File: src/verilog/gctl_pkg.sv
// Package of offsets, field positions, encodings and carriers for the global control bank.
package gctl_pkg;

  // ----------------------------------------------------------------------
  // Register offsets
  // ----------------------------------------------------------------------
  localparam logic [11:0] off_control_one      = 12'h0f0; // Transceiver control one.
  localparam logic [11:0] off_framer_pin       = 12'h0f1; // Framer pin control.
  localparam logic [11:0] off_control_two      = 12'h0f2; // Transceiver control two.
  localparam logic [11:0] off_clock_control    = 12'h0f3; // Clock control.
  localparam logic [11:0] off_reserved_a       = 12'h0f4; // Reserved location.
  localparam logic [11:0] off_liu_reset        = 12'h0f5; // Line interface soft reset.
  localparam logic [11:0] off_framer_reset     = 12'h0f6; // Framer and tester soft reset.
  localparam logic [11:0] off_reserved_b       = 12'h0f7; // Reserved location.
  localparam logic [11:0] off_identification   = 12'h0f8; // Identification.
  localparam logic [11:0] off_framer_summary   = 12'h0f9; // Framer interrupt summary.
  localparam logic [11:0] off_tester_summary   = 12'h0fa; // Tester interrupt summary.
  localparam logic [11:0] off_liu_summary      = 12'h0fb; // Line interface interrupt summary.
  localparam logic [11:0] off_framer_mask      = 12'h0fc; // Framer interrupt mask.
  localparam logic [11:0] off_tester_mask      = 12'h0fd; // Tester interrupt mask.
  localparam logic [11:0] off_liu_mask         = 12'h0fe; // Line interface interrupt mask.

  // Per-port register window: low 8 bits are the register, port above.
  localparam logic [11:0] port_window_mask     = 12'h0ff; // Offset inside one port.
  localparam logic [11:0] port_global_base     = 12'h0f0; // Start of the global range.

  // ----------------------------------------------------------------------
  // Field positions and reset values
  // ----------------------------------------------------------------------
  localparam int bit_frame_alarm_pin_select   = 5;
  localparam int bit_interleave_wire_or       = 4;
  localparam int bit_bulk_write_enable        = 2;
  localparam int bit_counter_latch_strobe     = 1;
  localparam int bit_interrupt_pin_inhibit    = 0;
  localparam int bit_loss_source              = 2;
  localparam int bit_sync_pin_direction       = 1;
  localparam logic [7:0] reg_reset_value      = 8'h00; // All defaults zero.
  localparam logic [3:0] port_field_mask      = 4'hf;  // Four-port fields in reset/mask regs.

  // Identification value; arbitrary neutral value.
  localparam logic [7:0] ident_default        = 8'ha5;

  // ----------------------------------------------------------------------
  // Encodings
  // ----------------------------------------------------------------------
  typedef enum logic [1:0] {
    ib_disabled = 2'h0, ib_two = 2'h1, ib_four = 2'h2, ib_eight = 2'h3
  } interleave_mode_t;

  typedef enum logic [1:0] {
    bp_2m048 = 2'h0, bp_4m096 = 2'h1, bp_8m192 = 2'h2, bp_16m384 = 2'h3
  } backplane_freq_t;

  localparam logic [3:0] ref_port_last       = 4'h3; // Codes 0..3 pick a port.
  localparam logic [3:0] ref_master_1m544    = 4'h8;
  localparam logic [3:0] ref_master_2m048    = 4'h9;
  localparam logic [3:0] ref_external        = 4'ha;

  // ----------------------------------------------------------------------
  // Carriers
  // ----------------------------------------------------------------------
  // One register-bus request.
  typedef struct packed {
    logic [11:0] addr;
    logic [7:0]  wdata;
    logic        wr;
    logic        rd;
  } host_req_t;

  // Decoded clock configuration handed to the clock generator.
  typedef struct packed {
    logic [3:0]  ref_port_onehot;  // Recovered clock of port n chosen.
    logic        ref_from_master;  // Reference derived from master clock.
    logic        ref_external;     // Reference taken on the reference pin.
    logic        ref_pin_oe;       // Reference pin driven out.
    logic        ref_is_1m544;     // Reference frequency flag.
    logic        master_family;    // Master clock family.
    logic [3:0]  master_multiplier; // 1, 2, 4 or 8.
    logic [4:0]  backplane_mult;   // Backplane clock as multiple of 2.048.
  } clock_cfg_t;

  // Four-port pin selections.
  typedef struct packed {
    logic [3:0] frame_alarm_pin;
    logic [3:0] alarm_pin;
    logic [3:0] rx_sync_pin;
    logic [3:0] tx_channel_pin;
    logic [3:0] rx_channel_pin;
  } port_pins_t;

endpackage : gctl_pkg

File: src/verilog/quad_transceiver_global_control.sv
// Global control register bank and shared pin steering of the four-port transceiver.
//
// Functional notes
// - Bit 5 picks frame loss or tx clock.
// - Bit 4 picks internal mux or wire-OR.
// - Bulk write copies a port write to all four.
// - Rising counter-latch bit latches enabled counters.
// - Inhibit bit forces interrupt output high.
// - Interleave mode field selects mux size, rate.
// - Backplane field selects backplane clock frequency.
// - Alarm pins show receive loss or freeze.
// - Loss source picks line or framer detector.
// - Rx sync pins show frame or multiframe.
// - Tx channel pins show block or clock.
// - Rx channel pins show block or clock.
// - Sync direction bit drives 8kHz pulse out.
// - Reference field picks port, external, master clock.
// - Reference frequency bit matches chosen port standard.
// - Family bit sets master clock base frequency.
// - Period field multiplies base by 1,2,4,8.
// - Reference codes map ports, master derivations, external.
//
// Local design decision: the plain strobed port.
`timescale 1ns/1ns

module quad_transceiver_global_control
  import gctl_pkg::*;
#(
  parameter int ports = 4
)
(
  input  wire logic                   clk_sys,
  input  wire logic                   rst_b,
  // Host register port.
  input  wire gctl_pkg::host_req_t    host_req,
  output logic [7:0]                  host_rdata,
  // Per-port register write fan-out toward the framer, tester and line interface sets.
  output logic [ports-1:0]            port_wr,
  output logic [7:0]                  port_wr_offset,
  output logic [7:0]                  port_wr_data,
  // Per-port events and status from the framers, testers and line interfaces.
  input  wire logic [ports-1:0]       rx_loss_of_frame,
  input  wire logic [ports-1:0]       tx_clock_loss,
  input  wire logic [ports-1:0]       framer_loss,
  input  wire logic [ports-1:0]       liu_loss,
  input  wire logic [ports-1:0]       rx_sig_freeze,
  input  wire logic [ports-1:0]       rx_frame_sync,
  input  wire logic [ports-1:0]       rx_multiframe_sync,
  input  wire logic [ports-1:0]       tx_channel_block,
  input  wire logic [ports-1:0]       tx_channel_clock,
  input  wire logic [ports-1:0]       rx_channel_block,
  input  wire logic [ports-1:0]       rx_channel_clock,
  input  wire logic [ports-1:0]       framer_irq,
  input  wire logic [ports-1:0]       tester_irq,
  input  wire logic [ports-1:0]       liu_irq,
  input  wire logic [ports-1:0]       counter_latch_accept,
  // Transmit sync pin, internal 8kHz pulse and backplane control.
  input  wire logic                   tx_system_sync_pin_in,
  output logic                        tx_system_sync_pin_out,
  output logic                        tx_system_sync_pin_oe,
  input  wire logic                   frame_pulse_8k,
  output logic                        tx_sync_to_framers,
  // Shared pins and configuration outputs.
  output gctl_pkg::port_pins_t        pins,
  output gctl_pkg::clock_cfg_t        clock_cfg,
  output gctl_pkg::interleave_mode_t  interleave_mode_field,
  output logic                        interleave_wire_or_select,
  output logic [ports-1:0]            counter_latch_pulse,
  output logic [ports-1:0]            liu_soft_reset,
  output logic [ports-1:0]            framer_soft_reset,
  output logic                        interrupt_out_n
);

  // ----------------------------------------------------------------------
  // State
  // ----------------------------------------------------------------------
  // All state of the block in one record.
  typedef struct packed {
    logic [7:0]       control_one;     // Transceiver control one.
    logic [7:0]       framer_pin;      // Framer pin control.
    logic [7:0]       control_two;     // Transceiver control two.
    logic [7:0]       clock_control;   // Clock control.
    logic [ports-1:0] liu_reset;       // Line interface soft resets.
    logic [ports-1:0] framer_reset;    // Framer soft resets.
    logic [ports-1:0] framer_mask;     // Framer summary mask.
    logic [ports-1:0] tester_mask;     // Tester summary mask.
    logic [ports-1:0] liu_mask;        // Line interface summary mask.
    logic             latch_prev;      // Last counter-latch bit value.
    logic [ports-1:0] latch_pulse;     // Registered latch pulses.
    logic [ports-1:0] wr_pulse;        // Registered port write strobes.
    logic [7:0]       wr_offset;       // Registered port write offset.
    logic [7:0]       wr_data;         // Registered port write data.
    logic [7:0]       rdata;           // Read data, valid the cycle after a read.
    logic             irq_n;           // Registered interrupt output.
  } state_t;

  state_t cur;      // Current state.
  state_t next_st;  // Next state.

  // ----------------------------------------------------------------------
  // Helpers
  // ----------------------------------------------------------------------
  // Widens a four-port field to a register byte with zeros above.
  function automatic logic [7:0] widen(input logic [ports-1:0] v);
    widen = 8'(v);
  endfunction

  // Selects between two per-port sources by one control bit.
  function automatic logic [ports-1:0] pick(input logic sel,
                                            input logic [ports-1:0] a,
                                            input logic [ports-1:0] b);
    pick = sel ? b : a;
  endfunction

  logic [ports-1:0] port_of_addr;   // One-hot port targeted by the address.
  logic             is_global;      // Address offset in the global range, in any port window.
  logic             in_port_range;  // Address inside the four port windows.
  logic [1:0]       port_index;     // Port number of the address.

  // Decodes the address into port and global range.
  always_comb
  begin
    port_index    = host_req.addr[9:8];
    in_port_range = (host_req.addr[11:10] == 2'h0);
    port_of_addr  = '0;
    port_of_addr[port_index] = in_port_range;
    is_global     = ((host_req.addr & port_window_mask) >= port_global_base);
  end

  // ----------------------------------------------------------------------
  // Next-state logic
  // ----------------------------------------------------------------------
  // Applies host writes, forms read data, latch pulses and the interrupt level.
  always_comb
  begin
    logic [ports-1:0] f_sum;
    logic [ports-1:0] t_sum;
    logic [ports-1:0] l_sum;
    logic             any_irq;
    logic             latch_now;
    any_irq   = 1'b0;
    latch_now = 1'b0;
    next_st = cur;
    f_sum   = framer_irq;
    t_sum   = tester_irq;
    l_sum   = liu_irq;
    next_st.wr_pulse    = '0;
    next_st.latch_pulse = '0;
    // Register writes; read-only and reserved locations ignore them.
    if (host_req.wr && host_req.addr == off_control_one)
      next_st.control_one = host_req.wdata;
    if (host_req.wr && host_req.addr == off_framer_pin)
      next_st.framer_pin = host_req.wdata;
    if (host_req.wr && host_req.addr == off_control_two)
      next_st.control_two = host_req.wdata;
    if (host_req.wr && host_req.addr == off_clock_control)
      next_st.clock_control = host_req.wdata;
    if (host_req.wr && host_req.addr == off_liu_reset)
      next_st.liu_reset = host_req.wdata[ports-1:0];
    if (host_req.wr && host_req.addr == off_framer_reset)
      next_st.framer_reset = host_req.wdata[ports-1:0];
    if (host_req.wr && host_req.addr == off_framer_mask)
      next_st.framer_mask = host_req.wdata[ports-1:0];
    if (host_req.wr && host_req.addr == off_tester_mask)
      next_st.tester_mask = host_req.wdata[ports-1:0];
    if (host_req.wr && host_req.addr == off_liu_mask)
      next_st.liu_mask = host_req.wdata[ports-1:0];
    // Port register writes fan out to one or, under bulk write, all ports.
    if (host_req.wr && in_port_range && !is_global)
    begin
      next_st.wr_pulse  = cur.control_one[bit_bulk_write_enable] ? '1 : port_of_addr;
      next_st.wr_offset = host_req.addr[7:0];
      next_st.wr_data   = host_req.wdata;
    end
    // Read multiplexer; identification and summaries are read-only.
    next_st.rdata = reg_reset_value;
    if (host_req.rd)
    begin
      unique case (host_req.addr)
        off_control_one:    next_st.rdata = cur.control_one;
        off_framer_pin:     next_st.rdata = cur.framer_pin;
        off_control_two:    next_st.rdata = cur.control_two;
        off_clock_control:  next_st.rdata = cur.clock_control;
        off_liu_reset:      next_st.rdata = widen(cur.liu_reset);
        off_framer_reset:   next_st.rdata = widen(cur.framer_reset);
        off_identification: next_st.rdata = ident_default;
        off_framer_summary: next_st.rdata = widen(f_sum);
        off_tester_summary: next_st.rdata = widen(t_sum);
        off_liu_summary:    next_st.rdata = widen(l_sum);
        off_framer_mask:    next_st.rdata = widen(cur.framer_mask);
        off_tester_mask:    next_st.rdata = widen(cur.tester_mask);
        off_liu_mask:       next_st.rdata = widen(cur.liu_mask);
        default:            next_st.rdata = reg_reset_value;
      endcase
    end
    // Rising edge of the latch bit makes one pulse per enabled framer.
    latch_now = cur.control_one[bit_counter_latch_strobe];
    next_st.latch_prev = latch_now;
    if (latch_now && !cur.latch_prev)
      next_st.latch_pulse = counter_latch_accept;
    // Interrupt output low on any unmasked summary unless inhibited.
    any_irq = |(f_sum & ~cur.framer_mask) | |(t_sum & ~cur.tester_mask) | |(l_sum & ~cur.liu_mask);
    next_st.irq_n = cur.control_one[bit_interrupt_pin_inhibit] ? 1'b1 : !any_irq;
  end

  // ----------------------------------------------------------------------
  // State register
  // ----------------------------------------------------------------------
  // Synchronous active-low reset returns every field to zero, output high.
  always_ff @(posedge clk_sys)
  begin
    if (!rst_b)
    begin
      cur       <= '0;
      cur.irq_n <= 1'b1;
    end
    else
      cur <= next_st;
  end

  // ----------------------------------------------------------------------
  // Pin steering and clock configuration
  // ----------------------------------------------------------------------
  // Shared pin functions selected for all ports together.
  always_comb
  begin
    logic [ports-1:0] loss;
    loss = pick(cur.control_two[bit_loss_source], framer_loss, liu_loss);
    pins.frame_alarm_pin = pick(cur.control_one[bit_frame_alarm_pin_select],
                                rx_loss_of_frame, tx_clock_loss);
    pins.alarm_pin       = pick(cur.framer_pin[3], loss, rx_sig_freeze);
    pins.rx_sync_pin     = pick(cur.framer_pin[2], rx_frame_sync, rx_multiframe_sync);
    pins.tx_channel_pin  = pick(cur.framer_pin[1], tx_channel_block, tx_channel_clock);
    pins.rx_channel_pin  = pick(cur.framer_pin[0], rx_channel_block, rx_channel_clock);
  end

  // Decodes reference, master and backplane clock fields.
  always_comb
  begin
    logic [3:0] ref_sel;
    ref_sel = cur.clock_control[7:4];
    clock_cfg = '0;
    if (ref_sel <= ref_port_last)
      clock_cfg.ref_port_onehot[ref_sel[1:0]] = 1'b1;
    clock_cfg.ref_from_master = (ref_sel == ref_master_1m544) || (ref_sel == ref_master_2m048);
    clock_cfg.ref_pin_oe      = clock_cfg.ref_from_master;
    clock_cfg.ref_external    = (ref_sel == ref_external);
    clock_cfg.ref_is_1m544    = cur.clock_control[3];
    clock_cfg.master_family   = cur.clock_control[2];
    clock_cfg.master_multiplier = 4'h1 << cur.clock_control[1:0];
    clock_cfg.backplane_mult  = 5'h1 << cur.framer_pin[5:4];
  end

  // ----------------------------------------------------------------------
  // Outputs
  // ----------------------------------------------------------------------
  assign host_rdata                = cur.rdata;
  assign port_wr                   = cur.wr_pulse;
  assign port_wr_offset            = cur.wr_offset;
  assign port_wr_data              = cur.wr_data;
  assign counter_latch_pulse       = cur.latch_pulse;
  assign liu_soft_reset            = cur.liu_reset;
  assign framer_soft_reset         = cur.framer_reset;
  assign interrupt_out_n           = cur.irq_n;
  assign interleave_mode_field     = interleave_mode_t'(cur.framer_pin[7:6]);
  assign interleave_wire_or_select = cur.control_one[bit_interleave_wire_or];
  // Sync pin: driven with the internal pulse, or taken from the system.
  assign tx_system_sync_pin_oe     = cur.control_two[bit_sync_pin_direction];
  assign tx_system_sync_pin_out    = frame_pulse_8k;
  assign tx_sync_to_framers        = tx_system_sync_pin_oe ? frame_pulse_8k
                                                           : tx_system_sync_pin_in;

endmodule // quad_transceiver_global_control
File: config.mk
export PLATFORM = sky130hd
export DESIGN_NAME = quad_transceiver_global_control
export DESIGN_NICKNAME = d
export VERILOG_FILES = /design/src/verilog/gctl_pkg.sv /design/src/verilog/quad_transceiver_global_control.sv
export SDC_FILE = /design/constraint.sdc
export NUM_CORES = 1
export LEC_CHECK = 0
export BUFFER_PORTS_ARGS = -buffer_cell sky130_fd_sc_hd__buf_2
export CORE_MARGIN = 4
export CORE_UTILIZATION = 54
export DETAILED_ROUTE_END_ITERATION = 8
export MAX_ROUTING_LAYER = met4
export PLACE_DENSITY = 0.91
export SYNTH_ARGS = -nofsm -noshare
export SYNTH_HDL_FRONTEND = slang
export SYNTH_SLANG_ARGS = --single-unit
export TNS_END_PERCENT = 30
File: constraint.sdc
create_clock -name clk_sys -period 4.2 [get_ports clk_sys]
set_clock_uncertainty 0.2 [all_clocks]
set_input_delay 0.21 -clock clk_sys [delete_from_list [all_inputs] [get_ports clk_sys]]
set_output_delay 0.21 -clock clk_sys [all_outputs]
set_load 0.02 [all_outputs]
Word level (Yosys, flattened, before mapping)
Index checks and enable logic that the tools add are counted.
Widths: inputs -> output; s select.
Storage, ports and cells
  register bits after elaboration: 86
  word-level logic and storage cells: 90
  bits of input ports: 86
  output and inout port bits: 85
Operators by class
  multiplexer cells: 14
  reductions and logical operators: 26
  equality and inequality tests: 16
  $lt $le $gt $ge: 6
  bitwise operators: 10
  shift-type cells: 2
Operator list (number)
  $eq 12x8->1 const B: 13
  $pmux 8 s13: 1
  $mux 4: 8
  $and 4x4->4: 4
  $logic_and 1x1->1: 14
  $eq 4x4->1 const B: 3
  $not 4->4: 3
  $reduce_or 4->1: 3
  $ge 8x8->1 const B: 1
  $lt 2x3->1 const B: 2
  $reduce_and 2->1: 3
  $shl 1x2->5 const A: 1
  $demux 1 s2: 2
  $ge 2x1->1 const B: 2
  $le 4x2->1 const B: 1
  $shl 1x2->4 const A: 1
  $logic_not 1->1: 3
  $mux 1: 3
  $logic_not 2->1: 1
  $or 1x1->1: 2
  $reduce_or 2->1: 1
  $logic_or 1x1->1: 1
  $not 1->1: 1

Logic depth before layout (Yosys ltp)
Gate-level depths: netlist of run 1.
  depth in word-level cells: 6
  depth in mapped cells: 6
  gate-level depth less buffers: 4

Worst setup path after synthesis of run 1
Ideal clock, no wire load.
  path kind: in2reg
  start point: input host_req[13] (netlist bit)
  end point: register cur (netlist bit clock_cfg[10])
  library setup time: 73 ps
  required time: 3927 ps
  arrival: 1396 ps
  slack: 2531 ps
  buffers on the path: 1
  stages on the path: 5
  cells stage by stage: buf_2 > nor2_1 > nand4_4 > nor2_2 > mux2i_1
Between the ends
  word-level cells in the longest chain between the ends: 2
Ends and longest elaborated chain
  start: declaration: RTL line quad_transceiver_global_control.sv:35  | input wire gctl_pkg::host_req_t host_req,
  $eq 12x8->1: RTL line quad_transceiver_global_control.sv:156  | if (host_req.wr && host_req.addr == off_clock_control)
  $logic_and 1x1->1: RTL line quad_transceiver_global_control.sv:156
  end signal: assignment: RTL line quad_transceiver_global_control.sv:218  | cur <= next_st;
  end: declaration: RTL line quad_transceiver_global_control.sv:97  | state_t cur;
No other way between the ends.
A chain may end at the register's enable or synchronous reset.

Final worst setup path of run 1
  start point: input host_req[16] (netlist bit)
  end point: register cur[70] (netlist bit)
Between the ends
  word-level cells in the longest chain between the ends: 2
Ends and longest elaborated chain
  $eq 12x8->1: RTL line quad_transceiver_global_control.sv:152  | if (host_req.wr && host_req.addr == off_framer_pin)
  $logic_and 1x1->1: RTL line quad_transceiver_global_control.sv:152
No other way between the ends.

==> results of run 1 <==
==> worst max-delay path, stage by stage <==
cell	delay [ps]
dlygate4sd3_1	520
buf_2	110
and4_1	400
nand4_4	210
nor2_2	580
mux2i_1	270
==> sequential cells by signal, indices dropped and copies added (netlist names) <==
name / count
framer_soft_reset: 4
port_wr: 4
clock_cfg: 2
interrupt_out_n: 1
interleave_wire_or_select: 1
tx_system_sync_pin_oe: 1
port_wr_offset: 8
port_wr_data: 8
cur: 39
counter_latch_pulse: 4
interleave_mode_field: 2
host_rdata: 8
liu_soft_reset: 4
==> metrics by stage <==
step	instances	hold slack, ps	instance area (sq um)
final	740	15.9	5460
after detailed placement	708	227	5100
after floorplan	507	132	4590
after global routing	740	22.2	5460
after global placement	708	215	5100
after CTS	740	0.993	5460
==> synth_stat cells, drive strengths merged (3+ instances only) <==
cell type / instances / area, sq um
clkbuf: 16 / 60.1
buf: 58 / 405
nand4: 4 / 40.0
nor2b: 13 / 81.3
nor2: 20 / 90.1
and2: 8 / 50.1
nand2b: 10 / 62.6
dfxtp: 86 / 1720
o21ai: 6 / 30.0
nand3: 4 / 20.0
inv: 13 / 48.8
o221ai: 3 / 26.3
mux2i: 62 / 621
mux4: 3 / 67.6
a31oi: 5 / 31.3
nand2: 96 / 360
o221a: 4 / 45.0
a22oi: 3 / 22.5
mux2: 22 / 248
o21bai: 3 / 22.5
nor3: 7 / 61.3
a21boi: 15 / 113
a21oi: 10 / 50.1
==> cells by family (layout without fill, tap and decap cells) <==
logic type / count (synthesis) / in the layout
AND/OR/NAND/NOR: 180 / 180
multiplexers: 87 / 87
buffers and inverters: 87 / 215
flip-flops: 86 / 86
AO/OA/AOI/OAI: 66 / 66
other: 1 / 1
==> path summary, 6_finish.rpt <==
| kind | startpoint | to | slack [ps] | cells after the start |
|---|---|---|---|---|
| setup / recovery | host_req[16] | cur[70]$_SDFFE_PN0P_ | 1990 | 6 |
| hold / removal | host_req[18] | port_wr[1]$_SDFF_PN0_ | 20 | 3 |
| setup reg to reg | cur[45]$_SDFFE_PN0P_ | interrupt_out_n$_SDFF_PP1_ | 2400 | 4 |
| hold reg to reg | cur[68]$_SDFFE_PN0P_ | cur[68]$_SDFFE_PN0P_ | 260 | 2 |
==> metal layers <==
| metal | track usage | routed length, um |
|---|---|---|
| met5 | - | 0 |
| met4 | 0.124 | 440 |
| met3 | 0.0473 | 996 |
| met2 | 0.417 | 6210 |
| met1 | 0.316 | 5260 |
==> area by class of cell <==
type | count | area, sq um | share of cell area
clock inverter | 5 | 58.8 | 0.0108
tap | 105 | 131 | 0.0241
clock buffer | 11 | 131 | 0.0241
multi-input combinational | 334 | 2350 | 0.431
sequential | 86 | 1720 | 0.316
inverter | 13 | 48.8 | 0.00894
timing repair buffer | 186 | 1010 | 0.186
==> where the power goes <==
| part | internal, mW | leakage [nW] | switching, mW |
|---|---|---|---|
| clock network | 0.276 | 0.0899 | 0.302 |
| registers | 0.821 | 0.694 | 0.00295 |
| logic | 0.0824 | 1.49 | 0.117 |
==> results.toml, run 1 <==
[setup_path]
worstSetupStartpointType = "input pin"
cp-end-kind = "register"
critical_path_class = "in -> reg"
required_ps = 4280
cp_max_fo = 8
cp.arrival_ps = 2290

[sta]
finalSetupViolCount = 0
tightest_slew_ps = 692
period_needed_ps = 2210
timing.slew.headroom = 0.538
grt_setup_unrepaired = "false"
fmax_ghz = 0.452
finalHoldViolCount = 0
setup_slack_ps = 1990
setup_tns_ps = 0
post-route-period-util = 0.526
drv_slew = 0

[cells_and_area]
layout.nets = 716
final_common_cell = "buf_2"
area.growth.synth_to_final_pct = 19.0
drive_above_1_share = 0.357
fin_util = 0.661
filler_cell_count = 679
layout_common_cells = "buf_2 (169), nand2_1 (96), dfxtp_1 (86)"
diodes = 0

[clocking]
clock_path_buffers = 2
htreeDepth = 3
cts_tree = "yes"
numClockSinks = 86
clk_latency_ps = 360
cts_made_buffers = 9
path_clk_slew_ps = 80
hold_buffers = 16
cts-resized-gates = 0
cts_root_buf = "clkbuf_8"
postCtsSetupBuffers = 0

[floorplan]
pin_count = 171
std_cell_rows = 33
die_height_um = 100
core_area_sq_um = 8260
die_area_sq_um = 10000
initial_core_util = 0.555
die_w_um = 100

[synth]
syn_nets = 593
synth_seq_cells = 86
ys_types = 55
synth_top_family_by_area = "multiplexers"
synth_edf_count = 0
yosysWarnings = 0
synthXorXnorAreaFrac = 0
syn_area_sq_um = 4590
ys_seq_area_frac = 0.375
async_reset_ff_frac = 0
yosys.area_share.simple = 0.201
synth_top_flop_cell = "dfxtp_1"
synthMuxAreaShare = 0.204
syn_inst = 507
synth_compound_area_frac = 0.106
synthAdderAreaFrac = 0
syn_area_per_cell_sq_um = 9.04

[routing]
antenna_violating_nets_post_route = 0
drtPass1Iterations = 5
drc = 0
wl_per_cell_um = 17.4
routed_wl_mm = 12.9
avgViaCountPerCell = 5.60
dr.first_iter.drc_count = 410
via_count = 4143

[grt]
grt_first_pass_wirelength_mm = 20.1
antenna_found_initial = 0
grt_overflow = 0
grt_pass1_vias = 4040
grt_usage = 0.260
grt_max_degree = 44

[power_and_ir_drop]
irDropWorstVdd_uv = 136
fin_total_pwr_mw = 1.60
p_leak_nw = 2.27
power_density_nw_per_um2 = 294

[hold_path]
worstHoldPathType = "in -> reg"

[placement]
place_ws_ps = 1950
gp_congestion = 1.01
port_buffers = 169
dp_hpwl_mm = 9.63

[flow_run]
drv_cap = 0

[outcome]
status = "finished, final reports clean"
Note: power is estimated with default switching activity, not from simulation.
==> run 2, diff against run 1 <==
--- a/config.mk
+++ b/config.mk
@@ -7,10 +7,10 @@
 export LEC_CHECK = 0
 export BUFFER_PORTS_ARGS = -buffer_cell sky130_fd_sc_hd__buf_2
 export CORE_MARGIN = 4
-export CORE_UTILIZATION = 54
+export CORE_UTILIZATION = 45
 export DETAILED_ROUTE_END_ITERATION = 8
 export MAX_ROUTING_LAYER = met4
-export PLACE_DENSITY = 0.91
+export PLACE_DENSITY = 0.81
 export SYNTH_ARGS = -nofsm -noshare
 export SYNTH_HDL_FRONTEND = slang
 export SYNTH_SLANG_ARGS = --single-unit
==> constraint.sdc (replaced) <==
create_clock -name clk_sys -period 1.95 [get_ports clk_sys]
set_clock_uncertainty 0.2 [all_clocks]
set_input_delay 0.0975 -clock clk_sys [delete_from_list [all_inputs] [get_ports clk_sys]]
set_output_delay 0.0975 -clock clk_sys [all_outputs]
set_load 0.02 [all_outputs]
==> run 2 against run 1 <==
  * Utilization decreased by 6.5 points
  * Sequential share of layout area decreased by 2.3 points
  * Via count increased by 2.1%
  * Die area increased by 18%
==> results.toml, run 2 (same netlist as run 1, synthesis figures left out) <==
[clocking]
htreeDepth = 3
cts_made_buffers = 9
clock_path_buffers = 2
clk_latency_ps = 350
cts_tree = "yes"
numClockSinks = 86
path_clk_slew_ps = 90
cts_root_buf = "clkbuf_8"

[floorplan]
die_area_sq_um = 11900
core_area_sq_um = 9860
initial_core_util = 0.465
die_height_um = 109
pin_count = 171
die_w_um = 109
std_cell_rows = 36

[setup_path]
crit_path_cell_trace = "buf_2 > or3b_1 > nor2_4 > nand2_1 > a21boi_0 > dlygate4sd3_1"
required_ps = 2050
crit_slowest_cell = "dlygate4sd3_1"
path_delay_family = "simple AND/OR/NAND/NOR gates"
cpPeakStageDelay_ps = 570
critical_path_buf_inv_count = 2
cp_max_fo = 17
cp.arrival_ps = 1980
critical_path_class = "in -> reg"
worstSetupStartpointType = "input pin"
cp-end-kind = "register"

[sta]
drv_slew = 0
setup_tns_ps = 0
post-route-period-util = 0.968
grt_setup_unrepaired = "true"
fmax_ghz = 0.530
holdWs_ps = 21.1
period_needed_ps = 1890
finalHoldViolCount = 0
finalSetupViolCount = 0

[hold_path]
worstHoldPathType = "in -> reg"

[placement]
gp_congestion = 0.933
dp_hpwl_mm = 10.4
port_buffers = 169

[grt]
grt_max_degree = 36
grt_usage = 0.240
grt_first_pass_wirelength_mm = 21.7
grt_overflow = 0
grt_pass1_vias = 4259
antenna_found_initial = 0

[cells_and_area]
largest-register = "cur"
drive_above_1_share = 0.381
diodes = 0
area.growth.synth_to_final_pct = 28.2
final_common_cell = "buf_2"
layout.nets = 759
layout_common_cells = "buf_2 (169), nand2_1 (96), dfxtp_1 (86)"
largest_reg_flops = 39

[routing]
antenna_violating_nets_post_route = 0
drtPass1Iterations = 4
avgViaCountPerCell = 5.22
via_count = 4230
wl_per_cell_um = 17.2
routed_wl_mm = 14.0
drc = 0
dr.first_iter.drc_count = 419

[flow_run]
drv_cap = 0

[power_and_ir_drop]
power_density_nw_per_um2 = 577
fin_total_pwr_mw = 3.39
p_leak_nw = 2.50
irDropWorstVdd_uv = 265

[outcome]
status = "finished, final reports clean"
[run 2: cell count changes in the layout (fill, tap and decap cells not counted), moves of 2 or more]
cell,previous run,this run
clkinvlp_4,2,4
dlygate4sd3_1,16,32
nor2_2,3,5
buf_4,1,25
nor2_1,16,14
[run 2: through the flow]
stage / cells / utilization / setup WS (ps) / area, sq um
6_report: 811 / 0.596 / 61.7 / 5880
5_1_grt: 811 / 0.596 / -13.0 / 5880
4_1_cts: 809 / 0.592 / 54.5 / 5840
3_5_place_dp: 761 / 0.541 / 122 / 5340
3_3_place_gp: 761 / 0.541 / 205 / 5340
2_1_floorplan: 507 / - / 393 / 4590
[run 2: area by class of cell]
cell class | count | area (sq um)
clock buffer | 11 | 141
clock inverter | 5 | 35.0
fill | 864 | 3990
inverter | 13 | 48.8
multi-input combinational | 334 | 2370
sequential | 86 | 1720
tap | 133 | 166
timing repair buffer | 229 | 1400
[run 2: worst paths after layout]
check | start | endpoint | slack (ps) | cells past startpoint
max reg2reg | cur[45]$_SDFFE_PN0P_ | interrupt_out_n$_SDFF_PP1_ | 250 | 4
min reg2reg | cur[65]$_SDFFE_PN0P_ | cur[65]$_SDFFE_PN0P_ | 260 | 2
min | liu_irq[2] | interrupt_out_n$_SDFF_PP1_ | 20 | 4
max | host_req[21] | port_wr_offset[5]$_SDFFE_PN0P_ | 60 | 6
[run 2: power by group]
part,internal [mW],leakage (nW),switching [mW]
registers,1.77,0.694,0.00666
logic,0.211,1.72,0.267
clock network,0.496,0.0776,0.643
[run 2: routing by layer]
metal | global-route usage | vias up | wire length, um
li1 | - | 2032 | -
met1 | 0.297 | 1987 | 5940
met3 | 0.0503 | 23 | 1120
met4 | 0.0784 | 0 | 292
met5 | - | - | 0
met2 | 0.390 | 188 | 6630
[run 2: timing repair]
item / in CTS / in global routing
hold buffers: 32 / 1
endpoints found under the hold margin: 37 / 8
setup buffers: 0 / 1
setup endpoints to repair: 0 / 36
resized for setup: 0 / 7
[run 2: worst reg2reg max path, cell delays in order (launching register included)]
cell	delay (ps)
dfxtp_1	390
nor2b_1	80
a2111oi_2	350
o2111ai_1	200
o311ai_0	370
